$ cat src/common/toc_pkg.sv
// toc_pkg: constants, field layout and carrier types of the timer
// overflow / clock control block.
// assumes an 8-bit register port with a 3-bit word address.
package toc_pkg;

  localparam int CH_NUM = 1;             // channels sharing this control

  typedef logic [2:0] toc_addr_t;
  typedef logic [7:0] toc_data_t;

  // register offsets (word index on the register port)
  localparam toc_addr_t OFS_SC     = 3'h0;
  localparam toc_addr_t OFS_CNTH   = 3'h1;
  localparam toc_addr_t OFS_CNTL   = 3'h2;
  localparam toc_addr_t OFS_MODH   = 3'h3;
  localparam toc_addr_t OFS_MODL   = 3'h4;
  localparam toc_addr_t OFS_EVSTAT = 3'h5;
  localparam toc_addr_t OFS_EVMASK = 3'h6;

  // status and control field positions
  localparam int SC_TOF_BIT   = 7;
  localparam int SC_OVERFLOW_IRQ_ENABLE_BIT  = 6;
  localparam int SC_CENTER_ALIGN_SELECT_BIT = 5;
  localparam int SC_CLKS_HI   = 4;
  localparam int SC_CLKS_LO   = 3;
  localparam int SC_PS_HI     = 2;
  localparam int SC_PS_LO     = 0;

  // event status / mask bit positions
  localparam int EV_OVF_BIT    = 0;
  localparam int EV_BOTTOM_BIT = 1;
  localparam int EV_W          = 2;

  // clock source encodings
  localparam logic [1:0] CLKS_NONE  = 2'h0;
  localparam logic [1:0] CLKS_BUS   = 2'h1;
  localparam logic [1:0] CLKS_FIXED = 2'h2;
  localparam logic [1:0] CLKS_EXT   = 2'h3;

  // channel pin-function encoding that releases the pin, and capture mode encoding
  localparam logic [1:0] ELS_NO_PIN = 2'h0;
  localparam logic [1:0] MS_CAPTURE = 2'h0;

  // reset values
  localparam toc_data_t    SC_RST     = 8'h00;
  localparam logic [15:0]  CNT_RST    = 16'h0000;
  localparam logic [15:0]  MOD_RST    = 16'h0000;
  localparam logic [15:0]  CNT_FULL   = 16'hFFFF;
  localparam logic [EV_W-1:0] EV_RST  = 2'h0;
  localparam logic [6:0]   PRE_RST    = 7'h00;

  typedef enum logic {
    CLR_IDLE,
    CLR_ARMED
  } toc_clr_state_t;

  typedef struct packed {
    logic      wr;
    logic      rd;
    toc_addr_t addr;
    toc_data_t wdata;
  } toc_bus_t;

  typedef struct packed {
    logic [1:0] modeSel;
    logic [1:0] edgeLevel;
  } toc_chan_cfg_t;

  typedef struct packed {
    logic out;
    logic oeN;
  } toc_pin_t;

endpackage

$ cat src/logic/toc_timer.sv
// toc_timer: module-wide status/control of a 16-bit timer: overflow flag,
// counting mode, clock source, prescaler, counter and channel pin handoff.
// assumes per-channel capture/compare logic outside, fed by chanCenterPwm
// and overflowPulse, and a gpio port block supplying gpioData/gpioDir.
//
// Functional notes
// - up mode: flag sets on wrap to zero
// - center mode: flag sets stepping down from top
// - flag clears by read-while-set then zero write
// - overflow during sequence restarts clear sequence
// - reset clears flag; writing one ignored
// - interrupt when enable and flag both set
// - center select chooses up or up/down count
// - center select forces all channels center PWM
// - source field: none, bus, fixed, external
// - fixed and external clocks synchronised first
// - prescale divides by two to field power
// - prescaler sits after source selection
// - these settings shared by all channels
// - timer-owned pin ignores port data/direction
// - no pin function returns pin to gpio
// - modulo zero or all-ones runs free
// - at top: restart zero, or count down
`timescale 1ns/10ps
module toc_timer
  import toc_pkg::*;
(
  input  wire logic                 mclk,          // bus rate clock, 20 MHz
  input  wire logic                 resetn,        // sync reset, active low
  input  wire toc_bus_t             bus,           // register port request
  output toc_data_t                 rdata,         // read data, next cycle
  input  wire logic                 fixedClkIn,    // fixed system clock
  input  wire logic                 extClkIn,      // external count clock pin
  output logic                      irq,           // level interrupt
  output logic                      overflowPulse, // one cycle per overflow
  output logic                      countDown,     // counter direction
  output logic [15:0]               count,         // counter value
  input  wire toc_chan_cfg_t [CH_NUM-1:0] chanCfg, // per-channel mode bits
  input  wire logic [CH_NUM-1:0]    chanPinOut,    // channel drive value
  input  wire logic [CH_NUM-1:0]    gpioData,      // port data value
  input  wire logic [CH_NUM-1:0]    gpioDir,       // port direction, 1 = out
  output logic [CH_NUM-1:0]         chanCenterPwm, // channel in center PWM
  output logic [CH_NUM-1:0]         chanPinOwned,  // timer owns the pin
  output toc_pin_t [CH_NUM-1:0]     pin            // pin drive, oeN low=drive
);

  //////////////////////////////////////////////////////////////////////////
  // control state

  logic                 tof_r;
  logic                 overflow_irq_enable_r;
  logic                 center_align_select_r;
  logic [1:0]           clks_r;
  logic [2:0]           ps_r;
  logic [15:0]          mod_r;
  logic [15:0]          cnt_r;
  logic                 down_r;
  logic [6:0]           pre_r;
  logic [EV_W-1:0]      evStat_r;
  logic [EV_W-1:0]      evMask_r;
  toc_clr_state_t       clr_r;
  logic [1:0]           syncClk;
  logic [1:0]           syncPrev_r;
  logic                 srcTick;
  logic                 cntTick;
  logic [6:0]           preMask;
  logic [15:0]          topVal;
  logic                 atTop;
  logic                 ovfEvent;
  logic                 bottomEvent;
  logic                 scWr;
  logic                 scRd;
  toc_data_t            scVal;

  assign scWr = bus.wr && (bus.addr == OFS_SC);
  assign scRd = bus.rd && (bus.addr == OFS_SC);

  //////////////////////////////////////////////////////////////////////////
  // clock source selection and prescaler

  // only slow pin clocks pass; a 2-flop synchroniser bounds them to mclk/2
  toc_sync #(
    .W       (2)
  ) u_sync (
    .mclk    (mclk),
    .resetn  (resetn),
    .asyncIn ({extClkIn, fixedClkIn}),
    .syncOut (syncClk)
  );

  always_ff @(posedge mclk) begin
    if (!resetn) begin
      syncPrev_r <= 2'h0;
    end else begin
      syncPrev_r <= syncClk;
    end
  end

  always_comb begin
    case (clks_r)
      CLKS_BUS:   srcTick = 1'b1;
      CLKS_FIXED: srcTick = syncClk[0] && !syncPrev_r[0];
      CLKS_EXT:   srcTick = syncClk[1] && !syncPrev_r[1];
      default:    srcTick = 1'b0;
    endcase
  end

  // divisor tap follows the source mux, so any source is divided alike
  assign preMask = 7'((8'h01 << ps_r) - 8'h01);
  assign cntTick = srcTick && ((pre_r & preMask) == preMask);

  always_ff @(posedge mclk) begin
    if (!resetn) begin
      pre_r <= PRE_RST;
    end else if (srcTick) begin
      pre_r <= 7'(pre_r + 7'h01);
    end
  end

  //////////////////////////////////////////////////////////////////////////
  // counter

  assign topVal = ((mod_r == MOD_RST) || (mod_r == CNT_FULL)) ?
                  CNT_FULL : mod_r;
  assign atTop  = (cnt_r == topVal);

  always_comb begin
    ovfEvent    = 1'b0;
    bottomEvent = 1'b0;
    if (cntTick && atTop && !(center_align_select_r && down_r)) begin
      ovfEvent = 1'b1;
    end
    if (cntTick && center_align_select_r && down_r && (cnt_r == CNT_RST)) begin
      bottomEvent = 1'b1;
    end
  end

  always_ff @(posedge mclk) begin
    if (!resetn) begin
      cnt_r  <= CNT_RST;
      down_r <= 1'b0;
    end else if (bus.wr && ((bus.addr == OFS_CNTH) ||
                            (bus.addr == OFS_CNTL))) begin
      cnt_r  <= CNT_RST;
      down_r <= 1'b0;
    end else if (cntTick) begin
      if (!center_align_select_r) begin
        down_r <= 1'b0;
        cnt_r  <= atTop ? CNT_RST : 16'(cnt_r + 16'h0001);
      end else if (down_r) begin
        if (cnt_r == CNT_RST) begin
          down_r <= 1'b0;
          cnt_r  <= 16'h0001;
        end else begin
          cnt_r  <= 16'(cnt_r - 16'h0001);
        end
      end else if (atTop) begin
        down_r <= 1'b1;
        cnt_r  <= 16'(cnt_r - 16'h0001);
      end else begin
        cnt_r  <= 16'(cnt_r + 16'h0001);
      end
    end
  end

  assign count         = cnt_r;
  assign countDown     = down_r;
  assign overflowPulse = ovfEvent;

  //////////////////////////////////////////////////////////////////////////
  // status and control register

  always_ff @(posedge mclk) begin
    if (!resetn) begin
      overflow_irq_enable_r  <= SC_RST[SC_OVERFLOW_IRQ_ENABLE_BIT];
      center_align_select_r <= SC_RST[SC_CENTER_ALIGN_SELECT_BIT];
      clks_r  <= SC_RST[SC_CLKS_HI:SC_CLKS_LO];
      ps_r    <= SC_RST[SC_PS_HI:SC_PS_LO];
    end else if (scWr) begin
      overflow_irq_enable_r  <= bus.wdata[SC_OVERFLOW_IRQ_ENABLE_BIT];
      center_align_select_r <= bus.wdata[SC_CENTER_ALIGN_SELECT_BIT];
      clks_r  <= bus.wdata[SC_CLKS_HI:SC_CLKS_LO];
      ps_r    <= bus.wdata[SC_PS_HI:SC_PS_LO];
    end
  end

  always_ff @(posedge mclk) begin
    if (!resetn) begin
      mod_r <= MOD_RST;
    end else if (bus.wr && (bus.addr == OFS_MODH)) begin
      mod_r[15:8] <= bus.wdata;
    end else if (bus.wr && (bus.addr == OFS_MODL)) begin
      mod_r[7:0] <= bus.wdata;
    end
  end

  // clear sequence: arm on a read that sees the flag, fire on a zero write
  always_ff @(posedge mclk) begin
    if (!resetn) begin
      clr_r <= CLR_IDLE;
    end else begin
      case (clr_r)
        CLR_IDLE: begin
          if (scRd && tof_r && !ovfEvent) begin
            clr_r <= CLR_ARMED;
          end
        end
        CLR_ARMED: begin
          if (ovfEvent || scWr) begin
            clr_r <= CLR_IDLE;
          end
        end
        default: clr_r <= CLR_IDLE;
      endcase
    end
  end

  // a fresh overflow always wins over the clearing write
  always_ff @(posedge mclk) begin
    if (!resetn) begin
      tof_r <= SC_RST[SC_TOF_BIT];
    end else if (ovfEvent) begin
      tof_r <= 1'b1;
    end else if (scWr && (clr_r == CLR_ARMED) &&
                 !bus.wdata[SC_TOF_BIT]) begin
      tof_r <= 1'b0;
    end
  end

  //////////////////////////////////////////////////////////////////////////
  // event status, mask and interrupt

  always_ff @(posedge mclk) begin
    if (!resetn) begin
      evStat_r <= EV_RST;
    end else begin
      evStat_r <= (evStat_r &
                   ~((bus.wr && (bus.addr == OFS_EVSTAT)) ?
                     bus.wdata[EV_W-1:0] : EV_RST)) |
                  {bottomEvent, ovfEvent};
    end
  end

  always_ff @(posedge mclk) begin
    if (!resetn) begin
      evMask_r <= EV_RST;
    end else if (bus.wr && (bus.addr == OFS_EVMASK)) begin
      evMask_r <= bus.wdata[EV_W-1:0];
    end
  end

  assign irq = (tof_r && overflow_irq_enable_r) || (|(evStat_r & evMask_r));

  //////////////////////////////////////////////////////////////////////////
  // read port

  assign scVal = {tof_r, overflow_irq_enable_r, center_align_select_r, clks_r, ps_r};

  always_ff @(posedge mclk) begin
    if (!resetn) begin
      rdata <= 8'h00;
    end else if (bus.rd) begin
      case (bus.addr)
        OFS_SC:     rdata <= scVal;
        OFS_CNTH:   rdata <= cnt_r[15:8];
        OFS_CNTL:   rdata <= cnt_r[7:0];
        OFS_MODH:   rdata <= mod_r[15:8];
        OFS_MODL:   rdata <= mod_r[7:0];
        OFS_EVSTAT: rdata <= {{(8-EV_W){1'b0}}, evStat_r};
        OFS_EVMASK: rdata <= {{(8-EV_W){1'b0}}, evMask_r};
        default:    rdata <= 8'h00;
      endcase
    end else begin
      rdata <= 8'h00;
    end
  end

  //////////////////////////////////////////////////////////////////////////
  // channel mode and pin handoff

  genvar ch;
  generate
    for (ch = 0; ch < CH_NUM; ch++) begin : g_chan
      logic owned;
      logic drives;

      assign owned  = (chanCfg[ch].edgeLevel != ELS_NO_PIN);
      // capture mode only listens unless center select is set; compare and PWM drive the pin
      assign drives = center_align_select_r || (chanCfg[ch].modeSel != MS_CAPTURE);

      assign chanCenterPwm[ch] = center_align_select_r;
      assign chanPinOwned[ch]  = owned;

      always_ff @(posedge mclk) begin
        if (!resetn) begin
          pin[ch].out <= 1'b0;
          pin[ch].oeN <= 1'b1;
        end else if (owned) begin
          pin[ch].out <= drives ? chanPinOut[ch] : 1'b0;
          pin[ch].oeN <= !drives;
        end else begin
          pin[ch].out <= gpioData[ch];
          pin[ch].oeN <= !gpioDir[ch];
        end
      end
    end
  endgenerate

endmodule

$ cat src/logic/toc_sync.sv
// toc_sync: two-flop level synchroniser, one lane per bit.
// assumes inputs are asynchronous to mclk and slower than mclk/2.
`timescale 1ns/10ps
module toc_sync #(
  parameter int W = 2
) (
  input  wire logic         mclk,    // bus rate clock
  input  wire logic         resetn,  // synchronous reset, active low
  input  wire logic [W-1:0] asyncIn, // raw pin levels
  output logic      [W-1:0] syncOut  // levels in mclk domain
);

  logic [W-1:0] meta_r;

  genvar i;
  generate
    for (i = 0; i < W; i++) begin : g_lane
      always_ff @(posedge mclk) begin
        if (!resetn) begin
          meta_r[i]  <= 1'b0;
          syncOut[i] <= 1'b0;
        end else begin
          meta_r[i]  <= asyncIn[i];
          syncOut[i] <= meta_r[i];
        end
      end
    end
  endgenerate

endmodule

$ cat config.mk
export PLATFORM = sky130hd
export DESIGN_NAME = toc_timer
export DESIGN_NICKNAME = d
export VERILOG_FILES = /design/src/common/toc_pkg.sv /design/src/logic/toc_timer.sv /design/src/logic/toc_sync.sv
export SDC_FILE = /design/constraint.sdc
export NUM_CORES = 1
export LEC_CHECK = 0
export ABC_AREA = 1
export BUFFER_PORTS_ARGS = -buffer_cell sky130_fd_sc_hd__buf_2
export CAP_MARGIN = 20
export CORE_ASPECT_RATIO = 1.4
export CORE_MARGIN = 3
export CORE_UTILIZATION = 59
export DETAILED_ROUTE_END_ITERATION = 8
export GPL_ROUTABILITY_DRIVEN = 0
export PLACE_DENSITY_LB_ADDON = 0.1
export SYNTH_ARGS = -nofsm -noshare
export SYNTH_HDL_FRONTEND = slang
export SYNTH_HIERARCHICAL = 1
export SYNTH_SLANG_ARGS = --single-unit
export TNS_END_PERCENT = 10
$ cat constraint.sdc
create_clock -name mclk -period 2.2 [get_ports mclk]
set_input_delay 0.22 -clock mclk [delete_from_list [all_inputs] [get_ports mclk]]
set_output_delay 0.22 -clock mclk [all_outputs]
set_load 0.05 [all_outputs]
After elaboration in Yosys (flattened, before gate mapping)
Index checks and enable logic that the tools add are counted.

Flip-flop bits (word level): 69. Input bits: 24. Output and inout bits: 31. Word-level logic and storage cells: 111.

Add/sub/neg operators: 4. Equal/unequal tests: 12. Shift operators: 1. Mux-type cells: 22. Bitwise logic cells: 8. Reductions and logical operators: 43.

Operators by type and width (number): 2-to-1 mux 16 bit (6); one-hot mux 8 bit (7 select lines) (1); logical NOT 16 bit (2); logical AND 1 bit (21); adder 16 x 1 -> 16 bit (second input constant) (1); equality test 16 bit (1); equality test 16 bit (second input constant) (1); subtractor 16 x 1 -> 16 bit (second input constant) (1); 2-to-1 mux 1 bit (11); equality test 3 bit (second input constant) (3); adder 7 x 1 -> 7 bit (second input constant) (1); bitwise AND 7 bit (1); equality test 7 bit (1); logical NOT 1 bit (7); left shift 1 x 3 -> 7 bit (first input constant) (1); subtractor 7 x 1 -> 7 bit (second input constant) (1); equality test 3 x 2 -> 1 bit (second input constant) (2); nonzero test 2 bit (3); logical OR 1 bit (5); bitwise AND 2 bit (2); equality test 2 bit (second input constant) (2); 2-to-1 mux 2 bit (2); AND reduction 2 bit (2); OR reduction 2 bit (2); other kinds (8) (10).

Longest topological paths before layout
Gate-level depths: netlist (run 1).

Depth after elaboration: 12. Gate-level depth with buffers: 17. Mapped depth without buffers: 16.

Cells and area by module
The synthesis (run 1) kept the hierarchy.

Modules (own cells, without submodules): toc_timer (instances 1, cells each 690, area each 4481.8 µm², seq. area each 1301.2 µm²); toc_sync (instances 1, cells each 12, area each 110.1 µm², seq. area each 80.1 µm²).

Worst setup path after synthesis (run 1)
No wires, ideal clock.

Kind: register to output. From: register ps_r[1]. To: output port overflowPulse. Data arrival time: 2139 ps. Data required time: 1980 ps. Path slack: -159 ps. Cell stages (with the launch flop): 11. Buffers on the path: 1. Cell sequence: dfxtp_1 inv_1 nand3_1 ha_1 inv_1 o311ai_0 nand4_1 inv_1 buf_4 nand4_1 inv_1.

Longest elaborated chain between the ends: 8.

RTL lines: start, declared (line toc_timer.sv:54) `logic [2:0] ps_r;`; start signal, assigned (line toc_timer.sv:178) `ps_r <= SC_RST[SC_PS_HI:SC_PS_LO];`; start signal, assigned (line toc_timer.sv:183) `ps_r <= bus.wdata[SC_PS_HI:SC_PS_LO];`; left shift 1 x 3 -> 7 bit * (line toc_timer.sv:109) `assign preMask = 7'((8'h01 << ps_r) - 8'h01);`; subtractor 7 x 1 -> 7 bit * (line toc_timer.sv:109); bitwise AND 7 bit (line toc_timer.sv:110) `assign cntTick = srcTick && ((pre_r & preMask) == preMask);`; equality test 7 bit * (line toc_timer.sv:110); logical AND 1 bit * (line toc_timer.sv:110); logical AND 1 bit * (2 in series) (line toc_timer.sv:130) `if (cntTick && atTop && !(center_align_select_r && down_r)) begin`; 2-to-1 mux 1 bit * (line toc_timer.sv:130); end, declared (line toc_timer.sv:35) `output logic overflowPulse,`.

Mark *: on every way between the ends. The rest lies on a longest branch, timed or not.

Worst setup path after layout (run 1)
From: register mod_r[4]. To: output port overflowPulse.

Longest elaborated chain between the ends: 7. Elaborated cells on any way between the ends: 8. Those cells by class: 2 x eq/ne; 2 x mux; 4 x reduce/logical.

RTL lines: start, declared (line toc_timer.sv:55) `logic [15:0] mod_r;`; start signal, assigned (line toc_timer.sv:193) `mod_r[7:0] <= bus.wdata;`; equality test 16 bit / logical NOT 16 bit (equally long branches) (line toc_timer.sv:123) `assign topVal = ((mod_r == MOD_RST) || (mod_r == CNT_FULL)) ?`; logical OR 1 bit (line toc_timer.sv:123); 2-to-1 mux 16 bit * (line toc_timer.sv:123); equality test 16 bit * (line toc_timer.sv:125) `assign atTop = (cnt_r == topVal);`; logical AND 1 bit * (2 in series) (line toc_timer.sv:130); 2-to-1 mux 1 bit * (line toc_timer.sv:130).

Marks and branches as above.

==> results.ini, run 1 <==
[detailed_routing]
vias = 5522
route.antenna.remaining_nets = 0
avgViaCountPerCell = 6.149
first_pass_iters = 6
drt-total-wl_um = 15500
wl_per_cell_um = 17.26
drc_errors = 0
first_iter_violations = 826

[worst_setup_path]
reg2reg_depth = 17
cp_max_fo = 6
startpoint_type = flip-flop
crit_arrival_ns = 2.26
endpoint_kind = primary output
r2r-end = count[1]$_SDFFE_PP0N_
required_ns = 1.98
r2r_start = mod_r[4]$_SDFFE_PN0P_
r2r_slack_ns = -0.14
crit_type = flip-flop to primary output

[timing]
fin_ws_ns = -0.2786
period_share_pct = 112.7
fin_crit_ns = 2.479
skew_ns = 0.01130
slew_headroom_pct = 55.12
finalHoldViolCount = 0
drv_slew = 0
fmax_mhz = 403.5
tightestPinTransition_ns = 0.6724
setup_viol_count_final = 17
rsz0062_at_grt = true

[status]
violations = negative setup slack
status = finished with violations

[clock_network]
cts_tree = yes
cts.sinks = 69
cts_hold_buffers = 0
h-tree-depth = 3
clkLatencyLatePin_ns = 0.36
cts-buffers-inserted = 9
root_buffer = clkbuf_8
cts_buffer_depth = 2
clk_pin_slew_ns = 0.07

[power]
pwr-share-comb_pct = 28.7
switching_power_mw = 1.123
swShare_pct = 33.41
seqPwrFrac_pct = 39.1
vdd_drop_max_uv = 714.5
power_density_nw_per_um2 = 593.8
power_frac_clock_pct = 32.2
power_leakage_nw = 2.615
internal_power_mw = 2.238

[synth]
ys.warnings.count = 6
seq_area_frac_synth_pct = 30.08
synth-main-ff-cell = dfxtp_1
syn_area_um2 = 4592
syn_nets = 731
synth_cell_types = 44
syn_inst = 702
postSynth.asyncResetShare_pct = 0
synth-seq-cells = 69
synth_edf_count = 0
synth.area.top_cells = dfxtp_1, nand2_1, inv_1
synth_top_area_cell = dfxtp_1
synth_top_area_share_pct = 30.08
synth_area_per_cell_um2 = 6.541

[floorplanning]
pin_count = 55
die_w_um = 80.56
num_rows = 37
initial_core_util_pct = 61.61
dieArea_um2 = 8893
dieHeight_um = 110.4
core_um2 = 7453

[hold_path]
hold_path_depth = 3
whs_endpoint = u_sync/meta_r[1]$_SDFF_PN0_
min_path_type = primary input to flip-flop
worstHoldStart = extClkIn

[global_route]
globalRouteMet2Util_pct = 59.83
gr-total-overflow = 0
track_usage_pct = 35.75
met1_usage_pct = 40.26
use_met3_pct = 6.748
grt_pass1_wl_um = 24180
grt-busiest-layer = met2
grt_max_degree = 33
grt_pass1_vias = 5046
antenna_found_initial = 0

[finish]
fillerInstances = 596
area_growth_pct = 23.24
regArea_um2 = 1404
nets = 826
layout_common_cells = nand2_1, inv_1, nor2_1
layout-drive-gt1-share_pct = 27.72
multi_input_area_um2 = 2781
utilization_pct = 75.93
diodes = 0
final_common_cell = nand2_1

[run]
drv_cap = 0

[place]
portBuffers = 54
place_ws_ns = 0.03499
dp_hpwl_um = 11060

[power groups by stage]
stage	clock network [mW]	registers (mW)	logic, mW
detailed placement	0	1.34	0.750
finish	1.08	1.32	0.964
global route	1.14	1.32	1.04
global placement	0	1.34	0.734
CTS	1.08	1.31	0.901
floorplan	0	1.38	0.503
[critical path: stages (launching register included)]
cell,delay [ns]
dfxtp_2,0.33
nor2_2,0.11
nand2_1,0.06
nor2_2,0.15
nand2_4,0.12
buf_6,0.15
nand4_1,0.10
nand2_1,0.13
nor2_1,0.16
nand2_1,0.08
nor2_2,0.10
nand4_1,0.16
inv_4,0.10
buf_8,0.14
[metal layers]
layer / share of wire [%] / wire length, µm / vias up
met4: 8.3 / 1292 / 0
li1: - / - / 2533
met1: 34 / 5320 / 2451
met3: 9.9 / 1542 / 142
met2: 47 / 7343 / 396
met5: 0 / 0 / -
[how the worst max path moves through the flow]
stage	start	end	cells past startpoint
after detailed placement	ps_r[2]$_SDFFE_PN0P_	overflowPulse	10
after global placement	ps_r[2]$_SDFFE_PN0P_	overflowPulse	10
after floorplan	count[0]$_SDFFE_PP0N_	count[12]$_SDFFE_PP0N_	12
after CTS	mod_r[6]$_SDFFE_PN0P_	overflowPulse	11
after global routing	mod_r[4]$_SDFFE_PN0P_	overflowPulse	13
final	mod_r[4]$_SDFFE_PN0P_	overflowPulse	13
[stage by stage]
stage	std cells	cell area [µm²]	TNS [ns]	total power, mW	hold slack (ns)
after floorplan	702	4598	-0.01647	1.882	0.3135
after global placement	863	5135	0	2.071	0.3969
after detailed placement	863	5135	0	2.090	0.4058
after CTS	895	5609	-0.1918	3.297	0.04579
after global routing	898	5659	-4.703	3.503	0.05416
final	898	5659	-1.933	3.361	0.04984
[what timing repair did]
action                                  4_1_cts  5_1_grt
buffers inserted                             15        4
endpoints found under the hold margin         0        0
pin swaps                                    20       15
gates resized for setup                      38       24
endpoints found under the setup margin        1       22
gates cloned                                  2        0
[flip-flops by register name, summed over array words and instances, names as in the netlist]
signal                 count
ps_r                       3
clks_r                     2
chanCenterPwm              1
overflow_irq_enable_r      1
evStat_r                   2
count                     16
u_sync/syncOut             2
pre_r                      7
clr_r                      1
rdata                      8
mod_r                     16
pin                        2
tof_r                      1
evMask_r                   2
countDown                  1
syncPrev_r                 2
u_sync/meta_r              2
[synthesized netlist by cell type (2+ instances only)]
cell type	instances
a211oi_1	6
buf_2	7
nand2_4	2
o22ai_1	17
buf_4	4
o211ai_1	2
xor2_1	16
inv_2	3
clkbuf_1	15
nor3_1	18
ha_1	5
buf_6	2
a21oi_1	58
dfxtp_1	69
nand2_1	113
nor2_2	3
nand3_2	9
nand3_1	46
nor2_1	82
nor2_4	2
nand3b_1	7
a221oi_1	2
o21ai_0	57
a21oi_2	10
nand4_2	6
a31oi_1	2
nand4_1	21
o21ai_1	2
inv_1	97
nor3_2	3
nand2_2	3
[area by class of cell]
class,count,area share [%]
multi-input combinational,502,49.15
sequential,69,24.81
timing repair buffer,114,13.64
inverter,101,6.743
clock buffer,12,2.742
tap,97,2.145
clock inverter,3,0.7738
[cell families after synthesis]
kind of cell,after synthesis,synth area share (%)
AOI/OAI and AO/OA,160,19.62
xor gates and xnor gates,16,3.052
and+or+nand+nor,321,33.98
buffers and inverters,131,11.91
DFF,69,30.08
adders and majority gates,5,1.362
Power figures use the tool's default switching activity.
==> run 2, diff against run 1 <==
--- a/config.mk
+++ b/config.mk
@@ -12,8 +12,8 @@
 export CORE_MARGIN = 3
 export CORE_UTILIZATION = 59
 export DETAILED_ROUTE_END_ITERATION = 8
-export GPL_ROUTABILITY_DRIVEN = 0
 export PLACE_DENSITY_LB_ADDON = 0.1
+export REMOVE_ABC_BUFFERS = 1
 export SYNTH_ARGS = -nofsm -noshare
 export SYNTH_HDL_FRONTEND = slang
 export SYNTH_HIERARCHICAL = 1
==> results.ini, run 2 (synthesis results as in run 1) <==
[status]
status = finished with violations
violations = negative setup slack

[global_route]
grt_pass1_wl_um = 23830
antenna_found_initial = 0
grt_pass1_vias = 4942
track_usage_pct = 35.94
gr-total-overflow = 0
grt_max_degree = 42

[power]
power_leakage_nw = 2.621
power_density_nw_per_um2 = 586.4
vdd_drop_max_uv = 576.1

[run]
drv_cap = 0

[floorplanning]
core_um2 = 7453
pin_count = 55
dieArea_um2 = 8893
dieHeight_um = 110.4
initial_core_util_pct = 61.61
num_rows = 37
die_w_um = 80.56

[clock_network]
clk_pin_slew_ns = 0.08
cts_tree = yes
root_buffer = clkbuf_8
h-tree-depth = 3
cts-buffers-inserted = 9
cts.sinks = 69
clkLatencyLatePin_ns = 0.37
cts_buffer_depth = 2
cts_hold_buffers = 0

[worst_setup_path]
r2r_slack_ns = -0.06
startpoint_type = flip-flop
crit_type = flip-flop to primary output
cp_max_fo = 8
endpoint_kind = primary output
r2r-end = countDown$_SDFFE_PP0N_
required_ns = 1.98
reg2reg_depth = 16
crit_buf_inv = 4
cp_top_family = simple AND/OR/NAND/NOR gates
cp_cell_sequence = nand2_1, inv_1, nand2_2, nor2_4, buf_6, nand2_8, nand4_1, nand2_2, nor2_1, nand2_1, nor2_2, nand4_1, inv_1, buf_6
cpPeakStageDelay_ns = 0.37
crit_arrival_ns = 2.29
r2r_start = mod_r[10]$_SDFFE_PN0P_
slowest_stage = dfxtp_2

[finish]
nets = 828
final_common_cell = nand2_1
layout_common_cells = nand2_1, inv_1, nor2_1
area_growth_pct = 24.66
utilization_pct = 76.80
layout-drive-gt1-share_pct = 27.61
fin_cells = 901
fillerInstances = 602
diodes = 0

[timing]
skew_ns = 0.01025
fin_hold_ws_ns = 0.02803
fin_ws_ns = -0.3141
setup_viol_count_final = 8
drv_slew = 0
fin_crit_ns = 2.514
rsz0062_at_grt = true
finalHoldViolCount = 0
tightestPinTransition_ns = 0.6135
period_share_pct = 114.3
tns_ns = -0.4972
fmax_mhz = 397.8
slew_headroom_pct = 59.05

[detailed_routing]
drc_errors = 0
dr.max_layer_used = met4
wl_per_cell_um = 17.97
drt-total-wl_um = 16200
wl_met2_um = 8036
avgViaCountPerCell = 6.041
vias = 5443
route.met3.wl_um = 1101
first_pass_iters = 6
wl_met1_um = 5732
first_iter_violations = 555
route.antenna.remaining_nets = 0

[hold_path]
hold_path_depth = 3
worstHoldStart = fixedClkIn
min_path_type = primary input to flip-flop
whs_endpoint = u_sync/meta_r[0]$_SDFF_PN0_

[place]
dp_hpwl_um = 11660
placedCellCount = 874
gp_congestion = 1.059
portBuffers = 54

run 2: final cells by class:
type                       instances  area (µm²)  area share [%]
clock buffer                      10       127.6           2.230
multi-input combinational        505        2856           49.90
clock inverter                     6       70.07           1.224
tap                               97       121.4           2.120
inverter                         101       381.6           6.667
timing repair buffer             113       764.5           13.36
sequential                        69        1403           24.50
run 2: worst reg2reg max path: stages, from the launching register on:
cell	delay, ns
dfxtp_2	0.37
nand2_1	0.06
inv_1	0.06
nand2_2	0.07
nor2_4	0.14
buf_6	0.19
nand2_8	0.10
nand4_2	0.09
nand2_2	0.08
buf_4	0.15
nor2_1	0.09
nand2_1	0.06
nor2_2	0.16
nand2_4	0.12
nand2_8	0.16
nand3_1	0.11
a21boi_1	0.18
run 2: power by group:
group,internal (mW),switching (mW),total (mW),leakage [nW]
clock,0.531,0.552,1.08,0.0895
sequential,1.28,0.0314,1.32,0.567
combinational,0.366,0.592,0.958,1.96
run 2: worst max path at each step:
stage	depth (start not counted)	startpoint	slack, ns	to
global route	14	mod_r[13]$_SDFFE_PN0P_	-0.47	overflowPulse
floorplan	9	ps_r[1]$_SDFFE_PN0P_	-0.41	overflowPulse
detailed placement	10	ps_r[1]$_SDFFE_PN0P_	-0.08	overflowPulse
global placement	10	ps_r[1]$_SDFFE_PN0P_	-0.05	overflowPulse
finish	14	mod_r[10]$_SDFFE_PN0P_	-0.31	overflowPulse
CTS	11	mod_r[6]$_SDFFE_PN0P_	-0.25	overflowPulse
run 2: repair_timing:
item	CTS	global route
pin swaps	9	15
gates cloned	2	2
setup buffers	1	6
gates resized for setup	21	51
endpoints found under the setup margin	11	19
run 2: metal layers:
metal,vias up,track usage (%)
li1,2540,-
met1,2495,36.90
met2,302,63.09
met3,106,7.642
met4,0,27.29
met5,-,0
run 2: metrics by stage:
step | power [mW] | area, µm² | setup WS [ns]
2_1_floorplan | 1.851 | 4424 | -0.4129
3_3_place_gp | 2.154 | 5211 | -0.04553
3_5_place_dp | 2.167 | 5211 | -0.07544
4_1_cts | 3.241 | 5497 | -0.2527
5_1_grt | 3.498 | 5724 | -0.4734
6_report | 3.357 | 5724 | -0.3141
